`src/design/cpc_pkg.sv`:
```
// package: register map, field layout and constants for the capture/pwm channel
// Notes on behaviour
// - four capture prescaler settings via mode field
// - prescaler counter cleared when off or not capture
// - prescaler change alone keeps counter running
// - instruction-clock timebase holds during sleep
// - external-clock timebase keeps capturing in sleep
// - period is (period+1)*4*tosc*prescale
// - period match clears timebase, sets pin unless duty zero, latches duty
// - duty is low byte plus two control bits
// - new duty applies only at period match
// - duty high buffer read-only in pwm mode
// - pulse width is duty*tosc*prescale
// - capture on fall, rise, 4th or 16th rise
// - capture copies timebase, sets flag, overwrites
// - 10-bit base compare with latched duty clears pin
package cpc_pkg;
	localparam logic [7:0] CPC_ADDR_CTRL = 8'h00;
	localparam logic [7:0] CPC_ADDR_DUTY_LOW = 8'h04;
	localparam logic [7:0] CPC_ADDR_DUTY_HIGH = 8'h08;
	localparam logic [7:0] CPC_ADDR_PERIOD = 8'h0C;
	localparam logic [7:0] CPC_ADDR_TIMER = 8'h10;
	localparam logic [7:0] CPC_ADDR_STATUS = 8'h14;
	localparam logic [7:0] CPC_ADDR_MASK = 8'h18;
	localparam logic [7:0] CPC_ADDR_CAP_CFG = 8'h1C;
	localparam logic [7:0] CPC_CTRL_RESET = 8'h00;
	localparam logic [7:0] CPC_PERIOD_RESET = 8'hFF;
	localparam int CPC_MODE_LSB = 0;
	localparam int CPC_DLOW_LSB = 4;
	localparam logic [3:0] CPC_MODE_OFF = 4'h0;
	localparam logic [3:0] CPC_MODE_CAP_FALL = 4'h4;
	localparam logic [3:0] CPC_MODE_CAP_RISE = 4'h5;
	localparam logic [3:0] CPC_MODE_CAP_RISE4 = 4'h6;
	localparam logic [3:0] CPC_MODE_CAP_RISE16 = 4'h7;
	localparam logic [1:0] CPC_MODE_PWM_TOP = 2'h3;
	localparam logic [3:0] CPC_PS_LAST_4 = 4'h3;
	localparam logic [3:0] CPC_PS_LAST_16 = 4'hF;
	localparam int CPC_IRQ_CAPTURE = 0;
	localparam int CPC_IRQ_PERIOD = 1;
	localparam int CPC_PWM_TIMEBASE_COUNT_PS_1 = 0;
	localparam int CPC_PWM_TIMEBASE_COUNT_PS_4 = 1;
	localparam int CPC_PWM_TIMEBASE_COUNT_PS_16 = 2;
	typedef struct packed {
		logic [1:0] duty_low_bits;
		logic [3:0] channel_mode_field;
	} cpc_ctrl_type;
	typedef struct packed {
		logic ext_clock;
		logic [1:0] pwm_prescale;
	} cpc_cfg_type;
endpackage

```
`src/design/cpc_sync_edge.sv`:
```
// pin edge detector on an already-synchronous input
`timescale 1ns/1ps
`default_nettype none
module cpc_sync_edge
	import cpc_pkg::*;
(
	// clock and reset
	input wire logic clk,
	input wire logic rst_n,
	// pin sample and edges
	input wire logic pin_in,
	output logic rise,
	output logic fall
);
	logic prev_r;
	always_ff @(posedge clk or negedge rst_n)
	begin
		if (!rst_n)
			prev_r <= 1'b0;
		else
			prev_r <= pin_in;
	end
	assign rise = pin_in & ~prev_r;
	assign fall = ~pin_in & prev_r;
endmodule
`default_nettype wire

```
`src/design/cpc_channel.sv`:
```
// top: one capture/pwm channel with apb registers, capture and pwm timebases
//
// The APB slave port and the register offsets were chosen for this implementation.
`timescale 1ns/1ps
`default_nettype none
module cpc_channel
	import cpc_pkg::*;
(
	// clock and reset
	input wire logic CLOCK,
	input wire logic RESET_N,
	// apb slave
	input wire logic PSEL,
	input wire logic PENABLE,
	input wire logic PWRITE,
	input wire logic [7:0] PADDR,
	input wire logic [31:0] PWDATA,
	output logic [31:0] PRDATA,
	output logic PREADY,
	output logic PSLVERR,
	// system state and capture timebase clock
	input wire logic SLEEP,
	input wire logic EXT_TICK,
	// channel pin
	input wire logic CHANNEL_PIN_IN,
	output logic CHANNEL_PIN_OUT,
	output logic CHANNEL_PIN_OE_N,
	// interrupt
	output logic IRQ
);
	logic rst_meta_r, rst_n;
	cpc_ctrl_type ctrl_r;
	cpc_cfg_type cfg_r;
	logic [7:0] duty_low_byte_r, duty_high_buffer_r, pwm_period_reg_r;
	logic [1:0] duty_latch_lo_r;
	logic [7:0] cap_low_r;
	logic [15:0] capture_timebase_count_r;
	logic [7:0] pwm_timebase_count_r;
	logic [1:0] phase_r;
	logic [3:0] tick_div_r;
	logic [3:0] ps_count_r;
	logic [1:0] status_r, mask_r;
	logic pin_r, oe_n_r, irq_r;
	logic [31:0] prdata_r;
	logic pready_r;
	logic pslverr_r;
	logic rise, fall, cap_mode, pwm_mode, cap_evt, inst_tick, t2_step, t2_match, pwm_wrap;
	logic [3:0] tick_div_nxt;
	logic [7:0] pwm_timebase_count_nxt;
	logic [9:0] base10, duty10;
	logic wr_go, rd_go, addr_ok;
	// reset release through two flops
	always_ff @(posedge CLOCK or negedge RESET_N)
	begin
		if (!RESET_N)
		begin
			rst_meta_r <= 1'b0;
			rst_n <= 1'b0;
		end
		else
		begin
			rst_meta_r <= 1'b1;
			rst_n <= rst_meta_r;
		end
	end
	assign cap_mode = (ctrl_r.channel_mode_field[3:2] == 2'h1);
	assign pwm_mode = (ctrl_r.channel_mode_field[3:2] == CPC_MODE_PWM_TOP);
	// access phase acted on in its first cycle; ready answers after one wait state
	assign wr_go = PSEL & PENABLE & PWRITE & ~pready_r;
	assign rd_go = PSEL & PENABLE & ~PWRITE & ~pready_r;
	always_comb
	begin
		unique case (PADDR)
			CPC_ADDR_CTRL, CPC_ADDR_DUTY_LOW, CPC_ADDR_DUTY_HIGH, CPC_ADDR_PERIOD,
			CPC_ADDR_TIMER, CPC_ADDR_STATUS, CPC_ADDR_MASK, CPC_ADDR_CAP_CFG: addr_ok = 1'b1;
			default: addr_ok = 1'b0;
		endcase
	end
	cpc_sync_edge u_edge (
		.clk(CLOCK),
		.rst_n(rst_n),
		.pin_in(CHANNEL_PIN_IN),
		.rise(rise),
		.fall(fall)
	);
	// instruction clock: one pulse every four system clocks
	always_ff @(posedge CLOCK or negedge rst_n)
	begin
		if (!rst_n)
			phase_r <= 2'h0;
		else
			phase_r <= phase_r + 2'h1;
	end
	assign inst_tick = (phase_r == 2'h3);
	// capture timebase; instruction clock freezes in sleep, external tick does not
	always_ff @(posedge CLOCK or negedge rst_n)
	begin
		if (!rst_n)
			capture_timebase_count_r <= 16'h0000;
		else if (cfg_r.ext_clock ? EXT_TICK : (inst_tick & ~SLEEP))
			capture_timebase_count_r <= capture_timebase_count_r + 16'h0001;
	end
	// capture event selection and prescaler counter
	always_comb
	begin
		cap_evt = 1'b0;
		unique case (ctrl_r.channel_mode_field)
			CPC_MODE_CAP_FALL: cap_evt = fall;
			CPC_MODE_CAP_RISE: cap_evt = rise;
			CPC_MODE_CAP_RISE4: cap_evt = rise & (ps_count_r[1:0] == CPC_PS_LAST_4[1:0]);
			CPC_MODE_CAP_RISE16: cap_evt = rise & (ps_count_r == CPC_PS_LAST_16);
			default: cap_evt = 1'b0;
		endcase
	end
	always_ff @(posedge CLOCK or negedge rst_n)
	begin
		if (!rst_n)
			ps_count_r <= 4'h0;
		else if (!cap_mode)
			ps_count_r <= 4'h0;
		else if (rise)
			ps_count_r <= ps_count_r + 4'h1;
	end
	// pwm timebase: prescale steps, 2-bit sub count extends timer2 to 10 bits
	// step timer2 each 4*tosc*prescale; codes 1 to 3 all mean 1:4
	always_comb
	begin
		unique case (cfg_r.pwm_prescale)
			2'h0: t2_step = (tick_div_r == 4'h3);
			default: t2_step = (tick_div_r == 4'hF);
		endcase
	end
	assign t2_match = (pwm_timebase_count_r == pwm_period_reg_r);
	assign pwm_wrap = t2_step & t2_match;
	always_comb
	begin
		if (!pwm_mode || t2_step)
			tick_div_nxt = 4'h0;
		else
			tick_div_nxt = tick_div_r + 4'h1;
	end
	always_comb
	begin
		if (!pwm_mode || pwm_wrap)
			pwm_timebase_count_nxt = 8'h00;
		else if (t2_step)
			pwm_timebase_count_nxt = pwm_timebase_count_r + 8'h01;
		else
			pwm_timebase_count_nxt = pwm_timebase_count_r;
	end
	// compare the base the next edge will hold, so the pin
	// drops exactly duty steps after it rose, not one clock late
	always_comb
	begin
		unique case (cfg_r.pwm_prescale)
			2'h0: base10 = {pwm_timebase_count_nxt, tick_div_nxt[1:0]};
			default: base10 = {pwm_timebase_count_nxt, tick_div_nxt[3:2]};
		endcase
	end
	assign duty10 = {duty_high_buffer_r, duty_latch_lo_r};
	always_ff @(posedge CLOCK or negedge rst_n)
	begin
		if (!rst_n)
			tick_div_r <= 4'h0;
		else
			tick_div_r <= tick_div_nxt;
	end
	always_ff @(posedge CLOCK or negedge rst_n)
	begin
		if (!rst_n)
			pwm_timebase_count_r <= 8'h00;
		else
			pwm_timebase_count_r <= pwm_timebase_count_nxt;
	end
	// duty double buffer, shared with the captured high byte
	always_ff @(posedge CLOCK or negedge rst_n)
	begin
		if (!rst_n)
		begin
			duty_high_buffer_r <= 8'h00;
			duty_latch_lo_r <= 2'h0;
		end
		else if (pwm_mode && pwm_wrap)
		begin
			duty_high_buffer_r <= duty_low_byte_r;
			duty_latch_lo_r <= ctrl_r.duty_low_bits;
		end
		else if (cap_evt)
			duty_high_buffer_r <= capture_timebase_count_r[15:8];
		else if (wr_go && !pwm_mode && PADDR == CPC_ADDR_DUTY_HIGH)
			duty_high_buffer_r <= PWDATA[7:0];
	end
	// captured low byte kept apart so a duty write cannot spoil it
	always_ff @(posedge CLOCK or negedge rst_n)
	begin
		if (!rst_n)
			cap_low_r <= 8'h00;
		else if (cap_evt)
			cap_low_r <= capture_timebase_count_r[7:0];
	end
	// pwm pin: set at wrap unless zero duty, cleared on base match
	always_ff @(posedge CLOCK or negedge rst_n)
	begin
		if (!rst_n)
		begin
			pin_r <= 1'b0;
			oe_n_r <= 1'b1;
		end
		else
		begin
			oe_n_r <= ~pwm_mode;
			if (!pwm_mode)
				pin_r <= 1'b0;
			else if (pwm_wrap)
				pin_r <= ({duty_low_byte_r, ctrl_r.duty_low_bits} != 10'h000);
			else if (base10 == duty10)
				pin_r <= 1'b0;
		end
	end
	// software registers
	always_ff @(posedge CLOCK or negedge rst_n)
	begin
		if (!rst_n)
		begin
			ctrl_r <= cpc_ctrl_type'(6'h00);
			cfg_r <= cpc_cfg_type'(3'h0);
			duty_low_byte_r <= 8'h00;
			pwm_period_reg_r <= CPC_PERIOD_RESET;
			mask_r <= 2'h0;
		end
		else if (wr_go)
		begin
			unique case (PADDR)
				CPC_ADDR_CTRL: ctrl_r <= cpc_ctrl_type'(PWDATA[5:0]);
				CPC_ADDR_DUTY_LOW: duty_low_byte_r <= PWDATA[7:0];
				CPC_ADDR_PERIOD: pwm_period_reg_r <= PWDATA[7:0];
				CPC_ADDR_MASK: mask_r <= PWDATA[1:0];
				CPC_ADDR_CAP_CFG: cfg_r <= cpc_cfg_type'(PWDATA[2:0]);
				default: ;
			endcase
		end
	end
	// sticky flags: set wins over write-one-to-clear
	always_ff @(posedge CLOCK or negedge rst_n)
	begin
		if (!rst_n)
			status_r <= 2'h0;
		else
		begin
			for (int i = 0; i < 2; i++)
			begin
				if ((i == CPC_IRQ_CAPTURE && cap_evt) || (i == CPC_IRQ_PERIOD && pwm_wrap))
					status_r[i] <= 1'b1;
				else if (wr_go && PADDR == CPC_ADDR_STATUS && PWDATA[i])
					status_r[i] <= 1'b0;
			end
		end
	end
	// bus answer: one wait cycle, error only on unmapped words
	always_ff @(posedge CLOCK or negedge rst_n)
	begin
		if (!rst_n)
		begin
			pready_r <= 1'b0;
			pslverr_r <= 1'b0;
		end
		else
		begin
			pready_r <= PSEL & PENABLE & ~pready_r;
			pslverr_r <= PSEL & PENABLE & ~pready_r & ~addr_ok;
		end
	end
	// interrupt level, one cycle behind the flags
	always_ff @(posedge CLOCK or negedge rst_n)
	begin
		if (!rst_n)
			irq_r <= 1'b0;
		else
			irq_r <= |(status_r & mask_r);
	end
	// read data stands only in the ready cycle, zero otherwise
	always_ff @(posedge CLOCK or negedge rst_n)
	begin
		if (!rst_n)
			prdata_r <= 32'h0000_0000;
		else if (rd_go)
		begin
			unique case (PADDR)
				CPC_ADDR_CTRL: prdata_r <= {26'h0, ctrl_r};
				CPC_ADDR_DUTY_LOW: prdata_r <= {24'h0, pwm_mode ? duty_low_byte_r : cap_low_r};
				CPC_ADDR_DUTY_HIGH: prdata_r <= {24'h0, duty_high_buffer_r};
				CPC_ADDR_PERIOD: prdata_r <= {24'h0, pwm_period_reg_r};
				CPC_ADDR_TIMER: prdata_r <= {16'h0, capture_timebase_count_r};
				CPC_ADDR_STATUS: prdata_r <= {30'h0, status_r};
				CPC_ADDR_MASK: prdata_r <= {30'h0, mask_r};
				CPC_ADDR_CAP_CFG: prdata_r <= {29'h0, cfg_r};
				default: prdata_r <= 32'h0000_0000;
			endcase
		end
		else
			prdata_r <= 32'h0000_0000;
	end
	assign PRDATA = prdata_r;
	assign PREADY = pready_r;
	assign PSLVERR = pslverr_r;
	assign CHANNEL_PIN_OUT = pin_r;
	assign CHANNEL_PIN_OE_N = oe_n_r;
	assign IRQ = irq_r;
endmodule
`default_nettype wire

```
`config.mk`:
```
export PLATFORM = sky130hd
export DESIGN_NAME = cpc_channel
export DESIGN_NICKNAME = d
export VERILOG_FILES = /design/src/design/cpc_pkg.sv /design/src/design/cpc_sync_edge.sv /design/src/design/cpc_channel.sv
export SDC_FILE = /design/constraint.sdc
export NUM_CORES = 1
export LEC_CHECK = 0
export BUFFER_PORTS_ARGS = -buffer_cell sky130_fd_sc_hd__buf_2
export CAP_MARGIN = 5
export CORE_MARGIN = 3
export CORE_UTILIZATION = 40
export DETAILED_ROUTE_END_ITERATION = 8
export SLEW_MARGIN = 20
export SYNTH_ARGS = -nofsm -noshare
export SYNTH_HDL_FRONTEND = slang
export SYNTH_SLANG_ARGS = --single-unit
```
`constraint.sdc`:
```
create_clock -name CLOCK -period 3.7 [get_ports CLOCK]
set_clock_uncertainty 0.1 [all_clocks]
set_input_delay 0.185 -clock CLOCK [delete_from_list [all_inputs] [get_ports CLOCK]]
set_output_delay 0.185 -clock CLOCK [all_outputs]
set_load 0.05 [all_outputs]
```
======== Yosys cells after proc, flatten, opt, wreduce, memory -nomap -nowiden ========
Memories as Yosys holds them, arrays and structs flattened.
Cells that the tools add are included.
word-level totals
  register bits after elaboration ......... 121
  bits in latches ......................... 0
  RAM bits ................................ 0
  bits in read-only memories .............. 32
  output and inout port bits .............. 37
  memories ................................ 1
memories
  memory            words  bits a word  read ports  clocked after memory_dff  wr ports  line               RTL
  (name not given)  32     1            1           0                         0         cpc_channel.sv:73  unique case (PADDR)
operators by class
  $add $sub $neg .......................... 5
  $mul .................................... 0
  divide/modulo/power cells ............... 0
  magnitude comparators ................... 0
  equal/unequal tests ..................... 22
  shift-type cells ........................ 0
  multiplexer cells ....................... 23
  bitwise gates (word level) .............. 21
  reductions and logical operators ........ 22
operators by type and width
  cell                     count
  $pmux W16 S8             1
  $mux W8                  6
  $eq A8 B5 Y1 const B     4
  $mux W32                 1
  $add A16 B1 Y16 const B  1
  $eq A4 B3 Y1 const B     4
  $eq A8 B4 Y1 const B     2
  $and A1 B1 Y1            13
  $mux W4                  3
  $eq A10 B10 Y1           1
  $mux W1                  10
  $reduce_and A2 Y1        5
  $reduce_bool A10 Y1      1
  $add A4 B1 Y4 const B    2
  $add A8 B1 Y8 const B    1
  $eq A4 B4 Y1 const B     2
  $eq A8 B3 Y1 const B     1
  $eq A8 B8 Y1             1
  $logic_not A8 Y1         1
  $not A1 Y1               7
  $eq A2 B2 Y1 const B     3
  $logic_and A1 B1 Y1      6
  $eq A4 B2 Y1 const B     1
  $pmux W1 S4              1
  other kinds (13)         15

======== Longest topological paths before layout ========
Gate-level depths: netlist (run 1).
  depth in word-level cells ............... 9
  gate-level depth with buffers ........... 9

======== Hierarchy ========
From an unflattened synthesis (run 1), not the netlist that was laid out.
unflattened totals
  cells, all modules ...................... 490
  area, all modules ....................... 5292.6 um^2
modules (own cells, without submodules)
  module         times used  cells each  area an instance (um^2)  sequential area each (um^2)
  cpc_channel    1           487         5252.5                   2613.8
  cpc_sync_edge  1           3           40.0                     25.0

======== Worst setup path before layout (run 1) ========
OpenSTA, ideal clock, no wires.
  path type ............................... input port to flip-flop
  from .................................... input PADDR[0]
  to ...................................... register duty_high_buffer_r[5]
  setup time .............................. 0.135 ns
  arrival time ............................ 2.166 ns
  path slack .............................. 1.300 ns
  stages .................................. 9
  cells stage by stage .................... or4_4 -> or3b_1 -> buf_6 -> nor3_4 -> and3_1 -> buf_6 -> mux2_1 -> mux2i_1 -> o21ai_2
on the way
  cells in the longest elaborated chain, start to end .. 3
ends and longest elaborated chain
  item                          line                RTL
  from (decl)                   cpc_channel.sv:16   input wire logic [7:0] PADDR,
  $eq A8 B4 Y1                  cpc_channel.sv:190  else if (wr_go && !pwm_mode && PADDR == CPC_ADDR_DUTY_HIGH)
  $logic_and A1 B1 Y1           cpc_channel.sv:190
  $reduce_bool A3 Y1 (no line)  n/a
  to (signal assigned)          cpc_channel.sv:185  duty_high_buffer_r <= duty_low_byte_r;
  to (signal assigned)          cpc_channel.sv:189  duty_high_buffer_r <= capture_timebase_count_r[15:8];
  to (signal assigned)          cpc_channel.sv:191  duty_high_buffer_r <= PWDATA[7:0];
  to (decl)                     cpc_channel.sv:34   logic [7:0] duty_low_byte_r, duty_high_buffer_r, pwm_period_reg_r;
Every way passes these cells.
A chain may end at the register's enable or synchronous reset.

======== Final worst setup path (run 1) ========
  from .................................... register cfg_r[1] (netlist bit)
  to ...................................... register pin_r (netlist: CHANNEL_PIN_OUT)
on the way
  cells in the longest elaborated chain, start to end .. 7
  elaborated cells on any way between the ends .. 13
  classes of those cells .................. 2 x eq/ne; 7 x mux; 1 x bitwise; 3 x reduce/logical
ends and longest elaborated chain
  item                                                        line                                    RTL
  from (decl)                                                 cpc_channel.sv:33                       cpc_cfg_type cfg_r;
  from (signal assigned)                                      cpc_channel.sv:226                      cfg_r <= cpc_cfg_type'(3'h0);
  from (signal assigned)                                      cpc_channel.sv:238                      CPC_ADDR_CAP_CFG: cfg_r <= cpc_cfg_type'(PWDATA[2:0]);
  $logic_not A2 Y1 *                                          cpc_channel.sv:128, cpc_channel.sv:155
  $mux W1                                                     cpc_channel.sv:128                      unique case (cfg_r.pwm_prescale)
  $logic_or A1 B1 Y1 / $and A1 B1 Y1 (equally long branches)  cpc_channel.sv:137, cpc_channel.sv:134
  $mux W4 / $logic_or A1 B1 Y1 (equally long branches)        cpc_channel.sv:137, cpc_channel.sv:144
  $mux W2 / $mux W8 (equally long branches)                   cpc_channel.sv:155, cpc_channel.sv:144
  $eq A10 B10 Y1                                              cpc_channel.sv:216                      else if (base10 == duty10)
  $ne A3 B1 Y1 (no line)                                      n/a
  to (signal assigned)                                        cpc_channel.sv:215                      pin_r <= ({duty_low_byte_r, ctrl_r.duty_low_bits} != 10'h000);
  to (decl)                                                   cpc_channel.sv:43                       logic pin_r, oe_n_r, irq_r;
Every way passes the cells marked *; elsewhere a longest branch is shown, timed or not.

==> results of run 1 <==
==> per-stage QoR <==
step / instance area, um2 / std cells / hold slack (ns)
final: 6050 / 713 / 0.0191
after global routing: 6050 / 713 / 0.0265
after CTS: 6050 / 713 / 0.00574
after detailed placement: 5670 / 693 / -0.124
after global placement: 5670 / 693 / -0.129
after floorplan: 5370 / 502 / -0.211
==> timing repair <==
action,CTS,global route
endpoints found under the hold margin,7,0
hold buffers,4,0
endpoints found under the setup margin,0,0
==> power by group through the flow <==
stage | Combinational [mW] | Clock (mW) | Sequential, mW
final | 0.169 | 1.10 | 1.27
after global routing | 0.189 | 1.16 | 1.28
after CTS | 0.170 | 1.12 | 1.27
after detailed placement | 0.164 | 0 | 1.29
after global placement | 0.161 | 0 | 1.29
after floorplan | 0.133 | 0 | 1.27
==> sequential cells by signal (all words and copies together) (netlist names), 2 cells and up <==
signal,count
PRDATA,16
capture_timebase_count_r,16
cap_low_r,8
duty_high_buffer_r,8
duty_low_byte_r,8
pwm_period_reg_r,8
pwm_timebase_count_r,8
ctrl_r,6
ps_count_r,4
tick_div_r,4
cfg_r,3
duty_latch_lo_r,2
mask_r,2
phase_r,2
status_r,2
==> critical path: cells and delay by family (launching register included) <==
kind | cells | cell delay, ns
AND/OR/NAND/NOR | 4 | 1.41
AO/OA/AOI/OAI | 3 | 0.48
flip-flops | 1 | 0.47
buffers and inverters | 1 | 0.20
==> metal layers <==
metal | vias to the layer above | wire length [um] | global-route usage, % | share of wire, %
li1 | 1816 | - | - | -
met1 | 1945 | 5810 | 25.1 | 45
met2 | 99 | 6190 | 29.6 | 48
met3 | 20 | 523 | 3.54 | 4.1
met4 | 0 | 267 | 8.26 | 2.1
met5 | - | 0 | 0 | 0
==> cell type report <==
cell class / count / area [um2] / share of cell area (%)
clock inverter: 7 / 119 / 1.96
sequential: 105 / 2640 / 43.7
multi-input combinational: 359 / 2510 / 41.5
inverter: 5 / 18.8 / 0.310
timing repair buffer: 56 / 320 / 5.29
clock buffer: 9 / 225 / 3.72
tap: 172 / 215 / 3.56
==> synthesized netlist by cell type, types with 6 or more instances <==
| cell type | instances |
|---|---|
| dfrtp_1 | 96 |
| nand2_1 | 55 |
| mux2_2 | 40 |
| nor2_1 | 34 |
| xnor2_1 | 27 |
| a21oi_1 | 24 |
| buf_4 | 16 |
| and3_1 | 14 |
| clkbuf_1 | 11 |
| mux2i_1 | 11 |
| xor2_1 | 11 |
| dfstp_2 | 9 |
| mux2_1 | 8 |
| and4_1 | 7 |
| nand3_1 | 7 |
| nand4_1 | 7 |
| nor3_1 | 6 |
| nor4_1 | 6 |
| o21ai_1 | 6 |
==> worst max path at each step <==
| stage | slack (ns) | cells after the start | endpoint |
|---|---|---|---|
| after global placement | 0.82 | 8 | duty_high_buffer_r[7] |
| final | 0.92 | 8 | CHANNEL_PIN_OUT |
| after global routing | 0.64 | 8 | CHANNEL_PIN_OUT |
| after CTS | 0.90 | 8 | CHANNEL_PIN_OUT |
| after floorplan | 0.47 | 0 | CHANNEL_PIN_OUT |
| after detailed placement | 0.78 | 8 | duty_high_buffer_r[5] |
==> kinds of logic after synthesis <==
logic type	count (synthesis)
AND/OR/NAND/NOR	166
flip-flops	105
XOR/XNOR	38
buffers and inverters	38
other	2
multiplexers	60
AO/OA/AOI/OAI	73
adder cells (fa/ha/maj)	5
==> flow_summary.json, run 1 <==
{
  "ir_worst_vdd_v": 0.000431,
  "synth_seq_cells": 105,
  "hold_depth": 2,
  "ys_types": 61,
  "antenna_found_initial": 0,
  "r2r_cells": 8,
  "synth_top_family_by_area": "simple AND/OR/NAND/NOR gates",
  "min_period_ns": 2.78,
  "post-route-util_pct": 47.2,
  "synth-simple-area-share_pct": 16.7,
  "max_cap_violations": 0,
  "die_h_um": 121,
  "synth-async-reset-ratio_pct": 100,
  "internal_power_mw": 1.92,
  "clk_latency_ns": 0.36,
  "finalPower_mw": 2.54,
  "htreeDepth": 3,
  "wl_um": 12800,
  "grt_max_degree": 77,
  "startpoint_type": "register",
  "synth_top_area_share_pct": 45.2,
  "cp.arrival_ns": 2.91,
  "combinationalPowerShare_pct": 6.7,
  "r2r_end": "CHANNEL_PIN_OUT",
  "min-delay-path-class": "input port to register",
  "synthFlopType": "dfrtp_1",
  "cts.repair.resized": 0,
  "fp.coreArea_mm2": 0.0128,
  "cts_tree": "built",
  "syn_to_final_growth_pct": 13.8,
  "period_share_pct": 75.1,
  "critPathSlowestCell": "nor3_1",
  "layout_commonest_cell": "dfrtp_1",
  "start_util_pct": 41.4,
  "maxSlewViolCount": 0,
  "ant_nets": 0,
  "root_buffer": "clkbuf_16",
  "timing.final.ws_setup_ns": 0.920,
  "layout-drive-gt1-share_pct": 24.0,
  "slowest_delay_ns": 0.51,
  "synth_warnings": 0,
  "yosysSeqAreaShare_pct": 49.6,
  "nets": 589,
  "place_worst_setup_slack_ns": 0.780,
  "synth_cells": 487,
  "relSlewSlack_pct": 33.9,
  "via_count": 3880,
  "worstPathMaxFanout": 13,
  "p_sw_share_pct": 24.5,
  "min_to": "duty_low_byte_r[3]",
  "grt_pass1_vias": 3981,
  "layout_common_cells": "dfrtp_1 (95), nand2_1 (55), buf_2 (44)",
  "gp_congestion": 0.900,
  "die_x_um": 121,
  "vias_per_cell": 5.44,
  "power.switching_mw": 0.622,
  "cts_buffer_depth": 2,
  "grt_util_all_layers_pct": 18.7,
  "synth.area.mux_share_pct": 12.7,
  "synth_compound_area_share_pct": 9.23,
  "powerDensity_mw_per_mm2": 420,
  "power_frac_seq_pct": 50.2,
  "portBuffers": 44,
  "grt_overflow": 0,
  "worstPathRequired_ns": 3.83,
  "synth-xor-area-share_pct": 6.26,
  "nFillCells": 1221,
  "fin_setup_tns_ns": 0,
  "clkTransAtPathRegs_ns": 0.07,
  "dr.pass1.iters": 6,
  "cts_buffers": 9,
  "cp-startpoint": "cfg_r[1]",
  "netlist_top_cells_area": "dfrtp_1 (45%), mux2_2 (8.5%), dfstp_2 (4.4%)",
  "drc": 0,
  "hold_violations": 0,
  "hp-start": "PWDATA[3]",
  "postCtsSetupBuffers": 0,
  "synth-edff-count": 0,
  "rsz0062_at_grt": "false",
  "outcome": "completed",
  "r2r_start": "cfg_r[1]",
  "avgRoutedWirePerCell_um": 17.9,
  "dpl.hpwl_um": 9260,
  "grt_pass1_wl_um": 21200,
  "rrSetupSlack_ns": 0.92,
  "setup_viol": 0,
  "crit_type": "register to register",
  "cts.sinks": 105,
  "fmax_mhz": 360,
  "rows": 41,
  "synth-adder-area-share_pct": 1.18,
  "syn_area_per_cell_um2": 10.9,
  "worst_pin_slew_ns": 0.992,
  "p_clk_share_pct": 43.2,
  "dieArea_mm2": 0.0147,
  "syn_area_mm2": 0.00532,
  "p_leak_nw": 2.77,
  "yosys.area.top_type": "dfrtp_1",
  "num_antenna_cells": 0,
  "pin_count": 85,
  "drtIter0Drc": 327,
  "cp_cell_sequence": "nor4_1, o21ai_1, buf_4, nor3_1, nand2b_1, nor2_1, o32ai_1, a31oi_1",
  "end_kind": "register"
}
Power figures use the tool's default switching activity.
==> inputs of run 2 (changes only) <==
Clock period 3.7 ns to 2.6 ns, I/O delays scaled along.
==> flow_summary.json, run 2 (synthesis results as in run 1) <==
{
  "startpoint_type": "register",
  "min_period_ns": 2.44,
  "seqCellArea_mm2": 0.00264,
  "postLayoutCellArea_mm2": 0.00630,
  "cts_buffer_depth": 2,
  "dieArea_mm2": 0.0147,
  "dr.pass1.iters": 4,
  "via_count": 4017,
  "pin_count": 85,
  "num_antenna_cells": 0,
  "cp.arrival_ns": 2.56,
  "htreeDepth": 3,
  "fmax_mhz": 409,
  "start_util_pct": 41.4,
  "grt_util_all_layers_pct": 18.8,
  "clkTransAtPathRegs_ns": 0.07,
  "syn_to_final_growth_pct": 18.5,
  "layout-drive-gt1-share_pct": 27.1,
  "maxSlewViolCount": 0,
  "hold_violations": 0,
  "portBuffers": 44,
  "vias_per_cell": 5.43,
  "cts.sinks": 105,
  "end_kind": "register",
  "avgRoutedWirePerCell_um": 17.8,
  "relSlewSlack_pct": 56.5,
  "cts_buffers": 9,
  "grt_max_degree": 51,
  "placed_area_mm2": 0.00585,
  "wl_um": 13100,
  "setup_viol": 0,
  "rows": 41,
  "fin_setup_tns_ns": 0,
  "cp-startpoint": "tick_div_r[2]",
  "grt_overflow": 0,
  "hp-start": "PWDATA[2]",
  "fp.coreArea_mm2": 0.0128,
  "grt_pass1_wl_um": 21600,
  "die_x_um": 121,
  "nFillCells": 1189,
  "min-delay-path-class": "input port to register",
  "clk_latency_ns": 0.35,
  "drtIter0Drc": 282,
  "dpl.hpwl_um": 9630,
  "worstPathMaxFanout": 6,
  "die_h_um": 121,
  "layout_common_cells": "dfrtp_1 (95), nand2_1 (55), buf_2 (44)",
  "crit_type": "register to register",
  "powerDensity_mw_per_mm2": 562,
  "p_leak_nw": 2.91,
  "cts_tree": "built",
  "rsz0062_at_grt": "false",
  "drc": 0,
  "worst_pin_slew_ns": 0.653,
  "grt_pass1_vias": 4031,
  "period_share_pct": 94.0,
  "ir_worst_vdd_v": 0.000454,
  "root_buffer": "clkbuf_16",
  "max_cap_violations": 0,
  "multiInputGateArea_mm2": 0.00253,
  "layout_commonest_cell": "dfrtp_1",
  "outcome": "completed",
  "gp_congestion": 0.874,
  "nets": 616,
  "ant_nets": 0,
  "antenna_found_initial": 0,
  "worstPathRequired_ns": 2.72,
  "r2r_start": "tick_div_r[2]"
}
-- run 2: cell count changes in the layout (fill, tap and decap cells not counted), moves of 2 or more --
cell,before,now
dlygate4sd3_1,4,10
buf_12,0,2
inv_6,0,2
buf_4,8,27
nor4_1,6,4
nor4_2,0,2
-- run 2: critical path, cell delays in order (launching register included) --
cell and delay (ns):
dfrtp_1 0.45, nor4_2 0.37, o21ai_1 0.21, nor3_1 0.40, buf_4 0.19, nand2b_1 0.19, nor2_1 0.07, o32ai_1 0.22
a31oi_1 0.12
-- run 2: final timing paths --
kind	end	slack, ns	cells past startpoint
min reg2reg	rst_n	0.25	0
max	CHANNEL_PIN_OUT	0.16	8
min	ctrl_r[2]	0.005	2
max reg2reg	CHANNEL_PIN_OUT	0.16	8
min in group asynchronous	PSLVERR	0.27	0
max in group asynchronous	capture_timebase_count_r[4]	1.43	1
-- run 2: what timing repair did --
item / 4_1_cts / 5_1_grt
hold buffers: 10 / 0
resized for setup: 0 / 4
endpoints found under the setup margin: 0 / 1
buffers inserted: 0 / 0
endpoints found under the hold margin: 17 / 0
-- run 2: layer usage --
layer | GRT usage, % | up-vias | part of all wire, %
met1 | 26.3 | 2007 | 45
li1 | - | 1871 | -
met4 | 6.51 | 0 | 1.7
met5 | 0 | - | 0
met2 | 30.1 | 121 | 48
met3 | 2.84 | 18 | 4.8
-- run 2: cell type report --
type | count | share of cell area (%)
repair buffers | 83 | 8.94
well taps | 172 | 3.42
multi-input cells | 359 | 40.2
flip-flops and latches | 105 | 41.9
inverters | 5 | 0.298
clock inverters | 7 | 1.63
clock buffers | 9 | 3.57
-- run 2: metrics by stage --
| step | hold slack (ns) | power [mW] | cells | util, % | setup WS, ns |
|---|---|---|---|---|---|
| floorplan | -0.266 | 2.00 | 502 | - | 0.255 |
| global placement | -0.185 | 2.07 | 714 | 45.6 | 0.0934 |
| detailed placement | -0.183 | 2.08 | 714 | 45.6 | 0.0759 |
| CTS | 0.00165 | 3.58 | 740 | 48.9 | 0.0505 |
| global route | 0.0200 | 3.69 | 740 | 49.1 | 0.0174 |
| finish | 0.00545 | 3.54 | 740 | 49.1 | 0.157 |
-- run 2: power by group --
part           internal [mW]  leakage [nW]  switching, mW
sequential              1.69          1.38          0.105
combinational          0.108          1.37          0.159
clock                  0.854         0.157          0.624
total                   2.66          2.91          0.888
